<file path="config.mk">
export PLATFORM = sky130hd
export DESIGN_NAME = msg_framer
export DESIGN_NICKNAME = d
export VERILOG_FILES = /design/src/hw/msg_framer.v /design/src/hw/crc16_step.v /design/src/hw/hex_char_codec.v
export VERILOG_INCLUDE_DIRS = /design/src /design/src/include
export SDC_FILE = /design/constraint.sdc
export NUM_CORES = 1
export LEC_CHECK = 0
export BUFFER_PORTS_ARGS = -buffer_cell sky130_fd_sc_hd__buf_2
export CORE_ASPECT_RATIO = 2
export CORE_MARGIN = 2
export CORE_UTILIZATION = 60
export CTS_CLUSTER_DIAMETER = 80
export CTS_CLUSTER_SIZE = 14
export DETAILED_ROUTE_END_ITERATION = 6
export GPL_ROUTABILITY_DRIVEN = 0
export GPL_TIMING_DRIVEN = 0
export PLACE_DENSITY_LB_ADDON = 0.2
export SKIP_CTS_REPAIR_TIMING = 1
export SYNTH_ARGS = -nofsm -noshare
export SYNTH_HDL_FRONTEND = slang
export SYNTH_SLANG_ARGS = --single-unit
</file>
<file path="constraint.sdc">
create_clock -name i_sys_clk -period 7.4 [get_ports i_sys_clk]
set_clock_uncertainty 0.15 [all_clocks]
set_input_delay 1.48 -clock i_sys_clk [delete_from_list [all_inputs] [get_ports i_sys_clk]]
set_output_delay 1.48 -clock i_sys_clk [all_outputs]
set_load 0.03 [all_outputs]
</file>
<file path="src/include/framer_consts.vh">
// Functional notes
// - ASCII frame opens with colon and closes with CR then LF.
// - ASCII fields are hex characters, two per byte; address takes two.
// - A colon in any receive state restarts the frame.
// - Respond only when frame address equals the configured station address.
// - Station address zero means never respond.
// - Response echoes the received address byte.
// - LRC is two's complement of the byte sum, sent as two hex chars.
// - After LF the frame waits for processing permission.
// - RTU fields are raw bytes: one address byte, two checksum bytes.
// - CRC-16 preset FFFF, right shift, XOR A001 on carry out.
// - Final CRC bytes are exchanged, so low register byte goes first.
// - RTU frame ends after 16/8/4/2 ms idle by line rate.
// - Idle time may deviate by at most one millisecond.
// - Only read 03h and write 10h commands are recognised.
// - Abnormal codes: 01 command, 02 address, 03 data error; the framer never sends 02.
// - At most 16 data words per read or write.
// - Station address is zero or 1 to 127.
// - Abnormal reply returns command with MSB set, then the code.
// - RTU characters are always eight data bits.
//
// Purpose: Shared constants of the serial slave message framer
// Assumes: Included by the framer design files
// Notes:   Definitions only
`ifndef FRAMER_CONSTS_VH
`define FRAMER_CONSTS_VH

`define CH_COLON     7'h3a
`define CH_CR        7'h0d
`define CH_LF        7'h0a
`define CMD_READ     8'h03
`define CMD_WRITE    8'h10
`define EXC_FLAG     8'h80
`define EXC_CMD      8'h01
`define EXC_ADDR     8'h02
`define EXC_DATA     8'h03
`define MAX_WORDS    8'h10
`define CRC_PRESET   16'hffff
`define CRC_POLY     16'ha001
`define BUF_DEPTH    64
`define CLK_MHZ      200
`define CYC_PER_MS   (`CLK_MHZ * 1000)
`define IDLE_MS_4800  5'h10
`define IDLE_MS_9600  5'h08
`define IDLE_MS_19200 5'h04
`define IDLE_MS_38400 5'h02
`define REG_CTRL     2'h0
`define REG_STADDR   2'h1
`define REG_STATUS   2'h2
`define REG_DISCARD  2'h3
`define CTRL_RST     3'h4
`define STADDR_RST   7'h00

`endif

</file>
<file path="src/hw/msg_framer.v">
// Purpose: Slave message framer for ASCII and RTU serial frames
// Assumes: Byte stream from a UART; one clock
// Notes:   Application builds normal replies; framer adds address,
//          checksum and delimiters, and answers command and data errors
//
// The address map and strobed register access were decided locally.
`timescale 1ns/1ps
`include "framer_consts.vh"
module msg_framer #(
    parameter CYC_PER_MS = `CYC_PER_MS
) (
    input  wire        i_sys_clk,
    input  wire        i_nrst,
    input  wire [1:0]  i_reg_addr,
    input  wire [7:0]  i_reg_wdata,
    input  wire        i_reg_wr,
    input  wire        i_reg_rd,
    output wire [7:0]  o_reg_rdata,
    input  wire [7:0]  i_rx_data,
    input  wire        i_rx_valid,
    output wire [7:0]  o_tx_data,
    output wire        o_tx_valid,
    input  wire        i_tx_ready,
    output wire        o_frame_rdy,
    input  wire        i_proc_grant,
    output wire        o_req,
    output wire [7:0]  o_cmd,
    output wire [15:0] o_start,
    output wire [4:0]  o_count,
    input  wire [3:0]  i_wd_idx,
    output wire [15:0] o_wd,
    input  wire [7:0]  i_rsp_data,
    input  wire        i_rsp_valid,
    input  wire        i_rsp_last,
    output wire        o_rsp_rdy
);
    localparam S_HUNT = 6'h01, S_RX = 6'h02, S_LF = 6'h04;
    localparam S_CHK  = 6'h08, S_WAIT = 6'h10, S_TX = 6'h20;
    localparam P_COLON = 8'h01, P_ADDR = 8'h02, P_BODY = 8'h04, P_CKS = 8'h08;
    localparam P_CKS2  = 8'h10, P_CR = 8'h20, P_LF = 8'h40, P_END = 8'h80;

    reg [7:0]  mem [0:`BUF_DEPTH-1];
    reg [5:0]  st_q;
    reg [7:0]  tph_q;
    reg [6:0]  cnt_q;
    reg        ovf_q;
    reg        hi_q;
    reg [3:0]  hnib_q;
    reg [7:0]  lrc_rx_q;
    reg [15:0] crc_rx_q;
    reg [17:0] pre_q;
    reg [4:0]  ms_q;
    reg [2:0]  ctrl_q;
    reg [6:0]  staddr_q;
    reg [7:0]  disc_q;
    reg [7:0]  rdata_q;
    reg        exc_q;
    reg        eidx_q;
    reg [7:0]  code_q;
    reg [7:0]  cmd_q;
    reg [15:0] start_q;
    reg [4:0]  count_q;
    reg        req_q;
    reg [15:0] wd_q;
    reg [7:0]  tx_data_q;
    reg        tx_valid_q;
    reg        hold_q;
    reg [7:0]  tb_q;
    reg [7:0]  lrc_tx_q;
    reg [15:0] crc_tx_q;
    reg [7:0]  slot_q;
    reg        slot_full_q;
    reg        slot_last_q;
    reg        rsp_rdy_q;

    wire        rtu = ctrl_q[0];
    wire [6:0]  rx_ch = i_rx_data[6:0];
    wire [3:0]  dec_nib;
    wire        dec_ok;
    wire [7:0]  enc_ch;
    wire [15:0] crc_rx_n;
    wire [15:0] crc_tx_n;
    wire [7:0]  rx_byte = rtu ? i_rx_data : {hnib_q, dec_nib};
    wire        can_load = !tx_valid_q || i_tx_ready;
    reg         put;
    reg [7:0]   pb;

    // Idle time for the selected line rate
    function [4:0] idle_ms;
        input [1:0] sel;
        case (sel)
            2'h0:    idle_ms = `IDLE_MS_4800;
            2'h1:    idle_ms = `IDLE_MS_9600;
            2'h2:    idle_ms = `IDLE_MS_19200;
            default: idle_ms = `IDLE_MS_38400;
        endcase
    endfunction

    hex_char_codec u_hex (
        .i_char   (rx_ch),
        .i_nib    (hold_q ? tb_q[3:0] : pb[7:4]),
        .o_nib    (dec_nib),
        .o_is_hex (dec_ok),
        .o_char   (enc_ch)
    );

    // The first byte of an RTU frame starts from the preset value
    crc16_step u_crc_rx (
        .i_crc  ((st_q == S_HUNT) ? `CRC_PRESET : crc_rx_q),
        .i_byte (rx_byte),
        .o_crc  (crc_rx_n)
    );

    crc16_step u_crc_tx (
        .i_crc  (crc_tx_q),
        .i_byte (pb),
        .o_crc  (crc_tx_n)
    );

    // Frame check: checksum, length, address and command decode
    wire [6:0] ckb      = rtu ? 7'h2 : 7'h1;
    wire [7:0] bcmd     = mem[1];
    wire [15:0] nwords  = {mem[4], mem[5]};
    wire       words_ok = (nwords != 16'h0) && (nwords <= {8'h00, `MAX_WORDS});
    wire       sum_ok   = rtu ? (crc_rx_q == 16'h0000) : (lrc_rx_q == 8'h00);
    wire       addr_ok  = (staddr_q != 7'h00) && (mem[0] == {1'b0, staddr_q});
    wire       frame_ok = !ovf_q && (cnt_q >= 7'h2 + ckb) && sum_ok && addr_ok;
    wire       rd_ok    = (cnt_q == 7'h6 + ckb) && words_ok;
    wire       wr_ok    = words_ok && (mem[6] == {nwords[6:0], 1'b0}) &&
                          (cnt_q == 7'h7 + {nwords[5:0], 1'b0} + ckb);
    wire [7:0] chk_code = (bcmd == `CMD_READ)  ? (rd_ok ? 8'h00 : `EXC_DATA) :
                          (bcmd == `CMD_WRITE) ? (wr_ok ? 8'h00 : `EXC_DATA) :
                          `EXC_CMD;
    wire [5:0] wd_hi    = 6'h7 + {1'b0, i_wd_idx, 1'b0};

    // Next byte to send on the line, chosen by transmit phase
    always @* begin
        put = 1'b0;
        pb  = 8'h00;
        if (st_q == S_TX && can_load && !hold_q) begin
            case (tph_q)
                P_ADDR: begin
                    put = 1'b1;
                    pb  = mem[0];
                end
                P_BODY: begin
                    if (exc_q) begin
                        put = 1'b1;
                        pb  = eidx_q ? code_q : (cmd_q | `EXC_FLAG);
                    end else if (slot_full_q) begin
                        put = 1'b1;
                        pb  = slot_q;
                    end
                end
                P_CKS: begin
                    put = 1'b1;
                    pb  = rtu ? crc_tx_q[7:0] : (8'h00 - lrc_tx_q);
                end
                P_CKS2: begin
                    put = 1'b1;
                    pb  = crc_tx_q[15:8];
                end
                default: put = 1'b0;
            endcase
        end
    end

    // Main sequencer
    always @(posedge i_sys_clk) begin
        if (!i_nrst) begin
            // Datapath registers are loaded before use, so they carry no reset
            st_q        <= S_HUNT;
            tph_q       <= P_COLON;
            ctrl_q      <= `CTRL_RST;
            staddr_q    <= `STADDR_RST;
            disc_q      <= 8'h00;
            rdata_q     <= 8'h00;
            exc_q       <= 1'b0;
            cmd_q       <= 8'h00;
            start_q     <= 16'h0000;
            count_q     <= 5'h00;
            req_q       <= 1'b0;
            wd_q        <= 16'h0000;
            tx_data_q   <= 8'h00;
            tx_valid_q  <= 1'b0;
            hold_q      <= 1'b0;
            slot_full_q <= 1'b0;
            rsp_rdy_q   <= 1'b0;
        end else begin
            req_q <= 1'b0;
            wd_q  <= {mem[wd_hi], mem[wd_hi + 6'h1]};

            // Register port; the 7-bit field keeps the address in 0..127
            if (i_reg_wr) begin
                case (i_reg_addr)
                    `REG_CTRL:   ctrl_q   <= i_reg_wdata[2:0];
                    `REG_STADDR: staddr_q <= i_reg_wdata[6:0];
                    default:     ;
                endcase
            end
            if (i_reg_rd) begin
                case (i_reg_addr)
                    `REG_CTRL:   rdata_q <= {5'h00, ctrl_q};
                    `REG_STADDR: rdata_q <= {1'b0, staddr_q};
                    `REG_STATUS: rdata_q <= {5'h00, st_q[5], st_q[4], st_q[1] | st_q[2]};
                    default:     rdata_q <= disc_q;
                endcase
            end

            // Discard counter: hardware increment wins over software clear
            if (st_q == S_CHK && !frame_ok) begin
                disc_q <= disc_q + 8'h01;
            end else if (i_reg_wr && i_reg_addr == `REG_DISCARD) begin
                disc_q <= 8'h00;
            end

            // RTU idle timer restarts on each byte
            if (st_q == S_RX && rtu && !i_rx_valid) begin
                if (pre_q == CYC_PER_MS - 1) begin
                    pre_q <= 18'h00000;
                    ms_q  <= ms_q + 5'h01;
                end else begin
                    pre_q <= pre_q + 18'h00001;
                end
            end else begin
                pre_q <= 18'h00000;
                ms_q  <= 5'h00;
            end

            case (st_q)
                S_HUNT, S_RX, S_LF: begin
                    if (i_rx_valid && !rtu && rx_ch == `CH_COLON) begin
                        st_q     <= S_RX;
                        cnt_q    <= 7'h00;
                        ovf_q    <= 1'b0;
                        hi_q     <= 1'b0;
                        lrc_rx_q <= 8'h00;
                    end else if (i_rx_valid && rtu && st_q != S_LF) begin
                        st_q     <= S_RX;
                        crc_rx_q <= crc_rx_n;
                        if (st_q == S_HUNT) begin
                            cnt_q  <= 7'h01;
                            ovf_q  <= 1'b0;
                            mem[0] <= i_rx_data;
                        end else begin
                            if (cnt_q < `BUF_DEPTH) mem[cnt_q[5:0]] <= i_rx_data;
                            if (cnt_q < `BUF_DEPTH) cnt_q <= cnt_q + 7'h01;
                            else ovf_q <= 1'b1;
                        end
                    end else if (i_rx_valid && !rtu && st_q == S_RX) begin
                        if (rx_ch == `CH_CR) begin
                            st_q <= hi_q ? S_HUNT : S_LF;
                        end else if (!dec_ok) begin
                            st_q <= S_HUNT;
                        end else if (!hi_q) begin
                            hnib_q <= dec_nib;
                            hi_q   <= 1'b1;
                        end else begin
                            hi_q     <= 1'b0;
                            lrc_rx_q <= lrc_rx_q + rx_byte;
                            if (cnt_q < `BUF_DEPTH) mem[cnt_q[5:0]] <= rx_byte;
                            if (cnt_q < `BUF_DEPTH) cnt_q <= cnt_q + 7'h01;
                            else ovf_q <= 1'b1;
                        end
                    end else if (i_rx_valid && !rtu && st_q == S_LF) begin
                        st_q <= (rx_ch == `CH_LF) ? S_CHK : S_HUNT;
                    end else if (rtu && st_q == S_RX && ms_q == idle_ms(ctrl_q[2:1])) begin
                        st_q <= S_CHK;
                    end
                end
                S_CHK: begin
                    st_q    <= frame_ok ? S_WAIT : S_HUNT;
                    code_q  <= chk_code;
                    exc_q   <= (chk_code != 8'h00);
                    cmd_q   <= bcmd;
                    start_q <= {mem[2], mem[3]};
                    count_q <= nwords[4:0];
                end
                S_WAIT: begin
                    if (i_proc_grant) begin
                        st_q      <= S_TX;
                        tph_q     <= rtu ? P_ADDR : P_COLON;
                        req_q     <= !exc_q;
                        rsp_rdy_q <= !exc_q;
                        eidx_q    <= 1'b0;
                        lrc_tx_q  <= 8'h00;
                        crc_tx_q  <= `CRC_PRESET;
                    end
                end
                S_TX: begin
                    if (rsp_rdy_q && i_rsp_valid) begin
                        slot_q      <= i_rsp_data;
                        slot_last_q <= i_rsp_last;
                        slot_full_q <= 1'b1;
                        rsp_rdy_q   <= 1'b0;
                    end
                    if (can_load) begin
                        tx_valid_q <= 1'b0;
                        if (hold_q) begin
                            tx_data_q  <= enc_ch;
                            tx_valid_q <= 1'b1;
                            hold_q     <= 1'b0;
                        end else begin
                            if (put) begin
                                tx_valid_q <= 1'b1;
                                tx_data_q  <= rtu ? pb : enc_ch;
                                hold_q     <= !rtu;
                                tb_q       <= pb;
                            end
                            if (put && (tph_q == P_ADDR || tph_q == P_BODY)) begin
                                lrc_tx_q <= lrc_tx_q + pb;
                                crc_tx_q <= crc_tx_n;
                            end
                            case (tph_q)
                                P_COLON: begin
                                    tx_data_q  <= {1'b0, `CH_COLON};
                                    tx_valid_q <= 1'b1;
                                    tph_q      <= P_ADDR;
                                end
                                P_ADDR: tph_q <= P_BODY;
                                P_BODY: begin
                                    if (exc_q) begin
                                        eidx_q <= 1'b1;
                                        if (eidx_q) tph_q <= P_CKS;
                                    end else if (slot_full_q) begin
                                        slot_full_q <= 1'b0;
                                        rsp_rdy_q   <= !slot_last_q;
                                        if (slot_last_q) tph_q <= P_CKS;
                                    end
                                end
                                P_CKS:  tph_q <= rtu ? P_CKS2 : P_CR;
                                P_CKS2: tph_q <= P_END;
                                P_CR: begin
                                    tx_data_q  <= {1'b0, `CH_CR};
                                    tx_valid_q <= 1'b1;
                                    tph_q      <= P_LF;
                                end
                                P_LF: begin
                                    tx_data_q  <= {1'b0, `CH_LF};
                                    tx_valid_q <= 1'b1;
                                    tph_q      <= P_END;
                                end
                                default: st_q <= S_HUNT;
                            endcase
                        end
                    end
                end
                default: st_q <= S_HUNT;
            endcase
        end
    end

    assign o_reg_rdata = rdata_q;
    assign o_tx_data   = tx_data_q;
    assign o_tx_valid  = tx_valid_q;
    assign o_frame_rdy = st_q[4];
    assign o_req       = req_q;
    assign o_cmd       = cmd_q;
    assign o_start     = start_q;
    assign o_count     = count_q;
    assign o_wd        = wd_q;
    assign o_rsp_rdy   = rsp_rdy_q;
endmodule

</file>
<file path="src/hw/crc16_step.v">
// Purpose: One-byte update of the CRC-16 register
// Assumes: Combinational; shared by receive and transmit
// Notes:   Eight shift steps unrolled by a loop
`timescale 1ns/1ps
`include "framer_consts.vh"
module crc16_step (
    input  wire [15:0] i_crc,
    input  wire [7:0]  i_byte,
    output reg  [15:0] o_crc
);
    integer n;

    // Byte enters the low end, then eight right shifts
    always @* begin
        o_crc = i_crc ^ {8'h00, i_byte};
        for (n = 0; n < 8; n = n + 1) begin
            if (o_crc[0]) begin
                o_crc = (o_crc >> 1) ^ `CRC_POLY;
            end else begin
                o_crc = o_crc >> 1;
            end
        end
    end
endmodule

</file>
<file path="src/hw/hex_char_codec.v">
// Purpose: ASCII hex character decode and nibble encode
// Assumes: Either letter case accepted on input
// Notes:   Encoder emits upper case digits
`timescale 1ns/1ps
module hex_char_codec (
    input  wire [6:0] i_char,
    input  wire [3:0] i_nib,
    output reg  [3:0] o_nib,
    output reg        o_is_hex,
    output wire [7:0] o_char
);
    // Decode one character to a nibble
    always @* begin
        o_is_hex = 1'b1;
        o_nib    = 4'h0;
        if (i_char >= 7'h30 && i_char <= 7'h39) begin
            o_nib = i_char[3:0];
        end else if ((i_char >= 7'h41 && i_char <= 7'h46) ||
                     (i_char >= 7'h61 && i_char <= 7'h66)) begin
            o_nib = i_char[3:0] + 4'h9;
        end else begin
            o_is_hex = 1'b0;
        end
    end

    // Encode a nibble as '0'..'9' or 'A'..'F'
    assign o_char = (i_nib < 4'ha) ? {4'h3, i_nib} : {4'h4, i_nib - 4'h9};
endmodule

</file>
; Word level (Yosys, flattened, before mapping)
; Memory sizes are Yosys's and may differ from the RTL's. A register that Yosys moved wholly into a read port is not among the register bits.
; Cells that the tools add are included.
[totals]
reg_bits = 173
latch_bits = 0
ramBits = 512
rom_bits = 0
inputBits = 39
out_inout_bits = 65
mem_count = 1
[op_classes]
add_sub_neg = 15
n_mul = 0
div = 0
magnitude_cmp = 10
eq_ne = 47
shifts = 0
mux = 166
bitwise_logic = 26
n_reduce_logical = 83
[memory_table]
columns = memory, depth, width, rd, rd_ports_with_merged_regs, write_ports, line_no
row1 = mem, 64, 8, 9, 4, 1, msg_framer.v:42  ; reg [7:0] mem [0:`BUF_DEPTH-1];
[op_table]
columns = cell, count
row1 = $mux 16, 20
row2 = $mux 8, 29
row3 = $mux 6, 13
row4 = $mux 1, 64
row5 = $mux 7, 8
row6 = $not 2->3, 16
row7 = $pmux 8 s3, 2
row8 = $pmux 8 s6, 1
row9 = $mux 5, 8
row10 = $pmux 16 s2, 1
row11 = $pmux 8 s2, 2
row12 = $pmux 8 s4, 1
row13 = $xor 16x8->16, 2
row14 = $logic_and 1x1->1, 26
row15 = $pmux 6 s4, 1
row16 = $reduce_and 6->1, 4
row17 = $add 18x1->18 const B, 1
row18 = $eq 18x18->1 const B, 1
row19 = $add 8x8->8, 2
row20 = $eq 8x2->1 const B, 2
row21 = $eq 8x5->1 const B, 2
row22 = $le 16x5->1 const B, 1
row23 = $logic_not 16->1, 1
row24 = $mux 4, 4
row25 = 73 further kinds, 135

; Longest topological paths before layout
; Gate-level depths: netlist of run 1.
[logic_depth]
word_depth = 26
ltp_mapped = 17
mapped_depth_nobuf = 17

; Modules after synthesis
; From an unflattened synthesis of run 1, not the netlist that was laid out.
[unflattened]
cells_unflattened = 1990
hier_area_um2 = 27885.5
[modules_own_cells]
columns = mod, instances, cells_per_inst, area_each_um2
row1 = msg_framer, 1, 1893, 27045.9
row2 = crc16_step, 2, 29, 284.0
row3 = hex_char_codec, 1, 39, 271.5

; Worst setup path after synthesis of run 1
; No wires, ideal clock.
[synth_timing]
path_kind = in2reg
from = input i_wd_idx[0]
to = register wd_q[13] (netlist: o_wd[13]) (read register of mem)
setup_ns = 0.128
arrival_ns = 5.675
required_ns = 7.122
setup_slack_ns = 1.448
stages = 15
cell_sequence = buf_2 -> buf_1 -> clkbuf_1 -> clkbuf_1 -> clkinv_1 -> ha_1 -> clkbuf_1 -> clkbuf_1 -> buf_1 -> buf_1 -> mux4_2 -> mux2i_1 -> o211ai_1 -> o21ai_0 -> nor2_1
[synth_between]
elab_chain_cells = 1
[synth_rtl]
columns = element, line_no
row1 = start: declaration, msg_framer.v:30  ; input wire [3:0] i_wd_idx,
row2 = $add 3x5->6, msg_framer.v:134  ; wire [5:0] wd_hi = 6'h7 + {1'b0, i_wd_idx, 1'b0};
row3 = end: declaration, msg_framer.v:64  ; reg [15:0] wd_q;
; Every way passes these cells.
; A chain may end at the register's enable or synchronous reset.

; Worst setup path after layout of run 1
[layout_timing]
from = input i_wd_idx[0]
to = register wd_q[15] (netlist: o_wd[15]) (read register of mem)
; Same word-level chain as after synthesis.

==> out/metrics.yaml, run 1 <==
setup_violations: 0
cts_tree: "yes"
drtAntennaViolNets: 0
timing.final.crit_share: 0.939
rsz0062_at_grt: "no"
clock_latency_ps: 600
grt_pass1_vias: 17800
status: "completed"
yosysTopAreaCellShare: 0.568
syn_area_um2: 27300
synth_compound_area_frac: 0.0627
peakVddDrop_v: 0.000205
cp.required_ps: 7660
area_growth_pct: 10.4
end_kind: "register"
placedCellCount: 2622
crit_path_start_kind: "input pin"
synth.area.top_cells: "edfxtp_1 (57%), mux4_2 (8.8%), dfxtp_1 (7.3%)"
final_common_cell: "edfxtp_1"
cts.clk_slew.worst_paths_ps: 70
wl_per_cell_um: 25.5
timing.fmax_mhz: 144
core_um2: 45000
yosys.area_share.xor_xnor: 0.0436
wl_mm: 69.2
path_buf_inv: 10
syn_avg_cell_area_um2: 13.9
ys_warn_count: 0
cp_cell_sequence: "buf_2, buf_2, clkdlybuf4s15_1, clkbuf_2, clkbuf_1, clkinv_1, ha_1, clkbuf_1, clkbuf_2, clkbuf_2, buf_1, mux2i_1, nor2_1, a21oi_1, o211ai_1, o21ai_0, nor2_1"
die_x_um: 155
cts.sinks: 615
antenna_found_initial: 0
synth_top_family_by_area: "multiplexers"
nets: 2187
drtPass1Iterations: 6
place_area_um2: 28700
min_path_type: "register to register"
max-slew-margin-rel: 0.171
hold_viol_final: 0
synth_flop_cell: "edfxtp_1"
grt.total_usage: 0.296
synth_largest_area_cell: "edfxtp_1"
worstSetupPathType: "input pin to register"
io_buffers: 98
async_reset_ff_frac: 0
synth_fa_ha_area_frac: 0.0166
clockBufferDepth: 3
ys_types: 81
cts_root_buf: "clkbuf_16"
syn-instance-count: 1956
cts_buffers: 49
cts_htree_levels: 2
critPathMaxFanout: 10
start_util: 0.606
core.rowCount: 110
yosys.area_share.simple: 0.102
crit_slowest_cell: "clkdlybuf4s15_1"
synth_edf_count: 516
tightestPinTransition_ps: 1240
grt_remaining_overflow: 0
arrival_ps: 7200
drive_gt1_frac: 0.150
power_mw: 7.02
ys_seq_area_frac: 0.641
grt_pass1_wl_mm: 104
finalInstanceArea_um2: 30100
p_leak_nw: 10.1
drt-initial-drc-count: 1516
synth.area.mux_share: 0.115
vias: 17300
diodes: 0
die-area_um2: 47300
ys_ff_latch: 615
stdcell_count: 2713
critPathMaxStageDelay_ps: 660
period_needed_ps: 6950
drc: 0
setup_tns_ps: 0
mostFrequentLayoutCells: "edfxtp_1 (516), nor2_1 (256), nand2_1 (137)"
syn-num-nets: 2030
ios: 104
place.detailed.hpwl_mm: 50.4
dieHeight_um: 305
crit_top_cell: "clkbuf_2"
grt_max_degree: 53
power_density_nw_per_um2: 233
path_delay_family: "buffers and inverters"
slew_violations: 0
cap_viol_max_count: 0
via_per_inst: 6.38
hold-worst-slack_ps: 307
-- cell type report --
class                           instances  area, µm²
Multi-Input combinational cell       1211       9350
Inverter                               39        146
Clock inverter                          2       40.0
Buffer                                 91        373
Timing Repair Buffer                  106        628
Clock buffer                           89       1380
Fill cell                            3206      14900
Tap cell                              560        701
Sequential cell                       615      17500
-- report_power, final --
group	switching (mW)	internal, mW	leakage (nW)
Clock	1.20	1.26	0.671
Combinational	0.453	0.280	3.96
Sequential	0.0298	3.80	5.47
-- worst paths after layout --
check,slack (ps),start,end,cells past startpoint
setup / recovery,450,i_wd_idx[0],o_wd[15],17
hold / removal,310,o_start[14],o_start[14],2
setup reg to reg,2290,ctrl_q[0],mem[21][2],10
hold reg to reg,310,o_start[14],o_start[14],2
-- state kept, by name, summed over array words and instances (netlist names), 8 cells and up --
register and count:
o_tx_data 8, tph_q 8, lrc_tx_q 8, o_wd 16
pre_q 18, disc_q 8, o_start 16, crc_rx_q 16
o_reg_rdata 8, slot_q 8, o_cmd 8, crc_tx_q 16
mem 416, lrc_rx_q 8
-- worst min-delay path, stage by stage, from the launching register on --
cell     delay, ps
dfxtp_1        310
nand2_1         50
a21oi_1         50
-- cells in the mapped netlist (19+ instances only) --
cell type / n
a21oi_1: 118
clkbuf_1: 73
dfxtp_1: 99
edfxtp_1: 516
ha_1: 33
inv_1: 37
mux2i_1: 57
mux4_2: 107
nand2_1: 137
nand2b_1: 19
nand3_1: 25
nor2_1: 256
nor3_1: 23
nor4_1: 22
o21ai_0: 40
xnor2_1: 81
xor2_1: 44
-- through the flow --
| stage | setup slack [ps] | util |
|---|---|---|
| 2_1_floorplan | 1450 | - |
| 3_3_place_gp | -2170 | 0.632 |
| 3_5_place_dp | -927 | 0.637 |
| 4_1_cts | -322 | 0.668 |
| 5_1_grt | 115 | 0.669 |
| 6_report | 452 | 0.669 |
-- kinds of logic after synthesis --
kind of cell / count (synthesis)
flip-flops: 615
AND/OR/NAND/NOR: 597
AO/OA/AOI/OAI: 271
multiplexers: 178
XOR/XNOR: 130
buffers and inverters: 130
adder cells (fa/ha/maj): 35
-- per-layer routing --
layer,global-route usage,up-vias,part of all wire
met3,0.0380,254,0.063
met1,0.315,8479,0.33
met5,0,-,0
met4,0.187,0,0.073
met2,0.546,899,0.54
li1,-,7690,-
Note: power is estimated with default switching activity, not from simulation.
==> run 2, diff against run 1 <==
--- a/config.mk
+++ b/config.mk
@@ -10,11 +10,12 @@
 export CORE_ASPECT_RATIO = 2
 export CORE_MARGIN = 2
 export CORE_UTILIZATION = 60
-export CTS_CLUSTER_DIAMETER = 80
+export CTS_CLUSTER_DIAMETER = 100
 export CTS_CLUSTER_SIZE = 14
 export DETAILED_ROUTE_END_ITERATION = 6
 export GPL_ROUTABILITY_DRIVEN = 0
 export GPL_TIMING_DRIVEN = 0
+export MAX_ROUTING_LAYER = met4
 export PLACE_DENSITY_LB_ADDON = 0.2
 export SKIP_CTS_REPAIR_TIMING = 1
 export SYNTH_ARGS = -nofsm -noshare
==> run 2 against run 1 <==
Net effect: via count is essentially flat; non-clock buffer count is the same; register-to-register slack lost 40 ps; largest cell class unchanged; wire length grew 0.20%; critical endpoint is now o_wd[14]; first-iteration DRC count shrank 6.9%; largest power group unchanged; critical path depth is the same; flip-flop and latch count is the same.
==> out/metrics.yaml, run 2 (same netlist as run 1, synthesis figures left out) <==
core_um2: 45000
vias: 17300
critPathMaxFanout: 10
drtAntennaViolNets: 0
wl_mm: 69.3
grt.total_usage: 0.305
timing.fmax_mhz: 143
worstHoldStart: "o_start[9]"
drtPass1Iterations: 6
die_x_um: 155
largest_reg_flops: 416
core.rowCount: 110
top_layer_used: "met4"
min_path_type: "register to register"
die-area_um2: 47300
r2r_start: "ctrl_q[0]"
crit_path_start_kind: "input pin"
setup_violations: 0
grt_pass1_vias: 17900
diodes: 0
ios: 104
final_common_cell: "edfxtp_1"
cts_buffers: 49
grt_max_degree: 53
p_leak_nw: 10.1
hold_viol_final: 0
fillCellCount: 3206
slew_violations: 0
drc: 0
wl_met3_mm: 4.01
hold-worst-slack_ps: 307
via_per_inst: 6.39
clockBufferDepth: 3
rsz0062_at_grt: "no"
cts_root_buf: "clkbuf_16"
timing.final.crit_share: 0.947
reg.largest.list: "mem x416, pre_q x18"
start_util: 0.606
nets: 2187
peakVddDrop_v: 0.000205
multi_input_area_um2: 9350
status: "completed"
end_kind: "register"
area_growth_pct: 10.4
met1_length_mm: 22.9
cts.clk_slew.worst_paths_ps: 70
crit_path_start: "i_wd_idx[0]"
place.detailed.hpwl_mm: 50.4
cap_viol_max_count: 0
drive_gt1_frac: 0.150
power_density_nw_per_um2: 233
setup_tns_ps: 0
worstSetupPathType: "input pin to register"
antenna_found_initial: 0
seqCellArea_um2: 17500
max-slew-margin-rel: 0.180
cp.required_ps: 7750
clock_latency_ps: 600
drt-initial-drc-count: 1411
arrival_ps: 7350
mostFrequentLayoutCells: "edfxtp_1 (516), nor2_1 (256), nand2_1 (137)"
cts.sinks: 615
wl_per_cell_um: 25.5
met2_length_mm: 37.6
cts_htree_levels: 2
cts_tree: "yes"
grt_remaining_overflow: 0
io_buffers: 98
dieHeight_um: 305
period_needed_ps: 7010
grt_pass1_wl_mm: 105
tightestPinTransition_ps: 1230
regMostFlops: "mem"
-- run 2: cell counts in the layout (fill, tap and decap cells not counted) --
No cell type changed its count.
-- run 2: layout make-up --
cell class,instances,share of cell area
Sequential cell,615,0.581
Multi-Input combinational cell,1211,0.311
Clock buffer,89,0.0457
Tap cell,560,0.0233
Timing Repair Buffer,106,0.0209
Buffer,91,0.0124
Inverter,39,0.00487
Clock inverter,2,0.00133
-- run 2: final timing paths --
| kind | to | cells after the start | slack, ps |
|---|---|---|---|
| worst max register to register | mem[21][2] | 10 | 2250 |
| worst min register to register | o_start[9] | 2 | 310 |
| worst min-delay path | o_start[9] | 2 | 310 |
| worst max-delay path | o_wd[14] | 17 | 390 |
-- run 2: through the flow --
step,setup WS (ps),utilization,power (mW),std cells,instance area [µm²]
3_5_place_dp,-927,0.637,4.63,2622,28700
4_1_cts,-322,0.668,7.04,2713,30100
6_report,394,0.669,7.02,2713,30100
5_1_grt,133,0.669,7.20,2713,30100
3_3_place_gp,-2170,0.632,4.61,2614,28500
2_1_floorplan,1450,-,4.40,1956,27300
-- run 2: critical path, cell delays in order --
cell and delay, ps:
buf_2 110, buf_2 330, clkdlybuf4s15_1 680, clkbuf_2 470, clkbuf_1 520, clkinv_1 480, ha_1 440, clkbuf_1 270
clkbuf_2 440, clkbuf_2 430, buf_1 620, mux2i_1 160, nor2_1 260, a21oi_1 100, o211ai_1 130, o21ai_0 160
nor2_1 250
-- run 2: report_power, final --
part / total (mW) / switching [mW] / internal (mW)
Clock: 2.46 / 1.20 / 1.26
Sequential: 3.83 / 0.0297 / 3.80
Combinational: 0.733 / 0.453 / 0.280
Total: 7.02 / 1.68 / 5.34
-- run 2: per-layer routing --
| layer | GRT usage | vias up |
|---|---|---|
| met5 | - | - |
| met3 | 0.0371 | 255 |
| met4 | 0.185 | 0 |
| li1 | - | 7681 |
| met2 | 0.548 | 824 |
| met1 | 0.314 | 8569 |
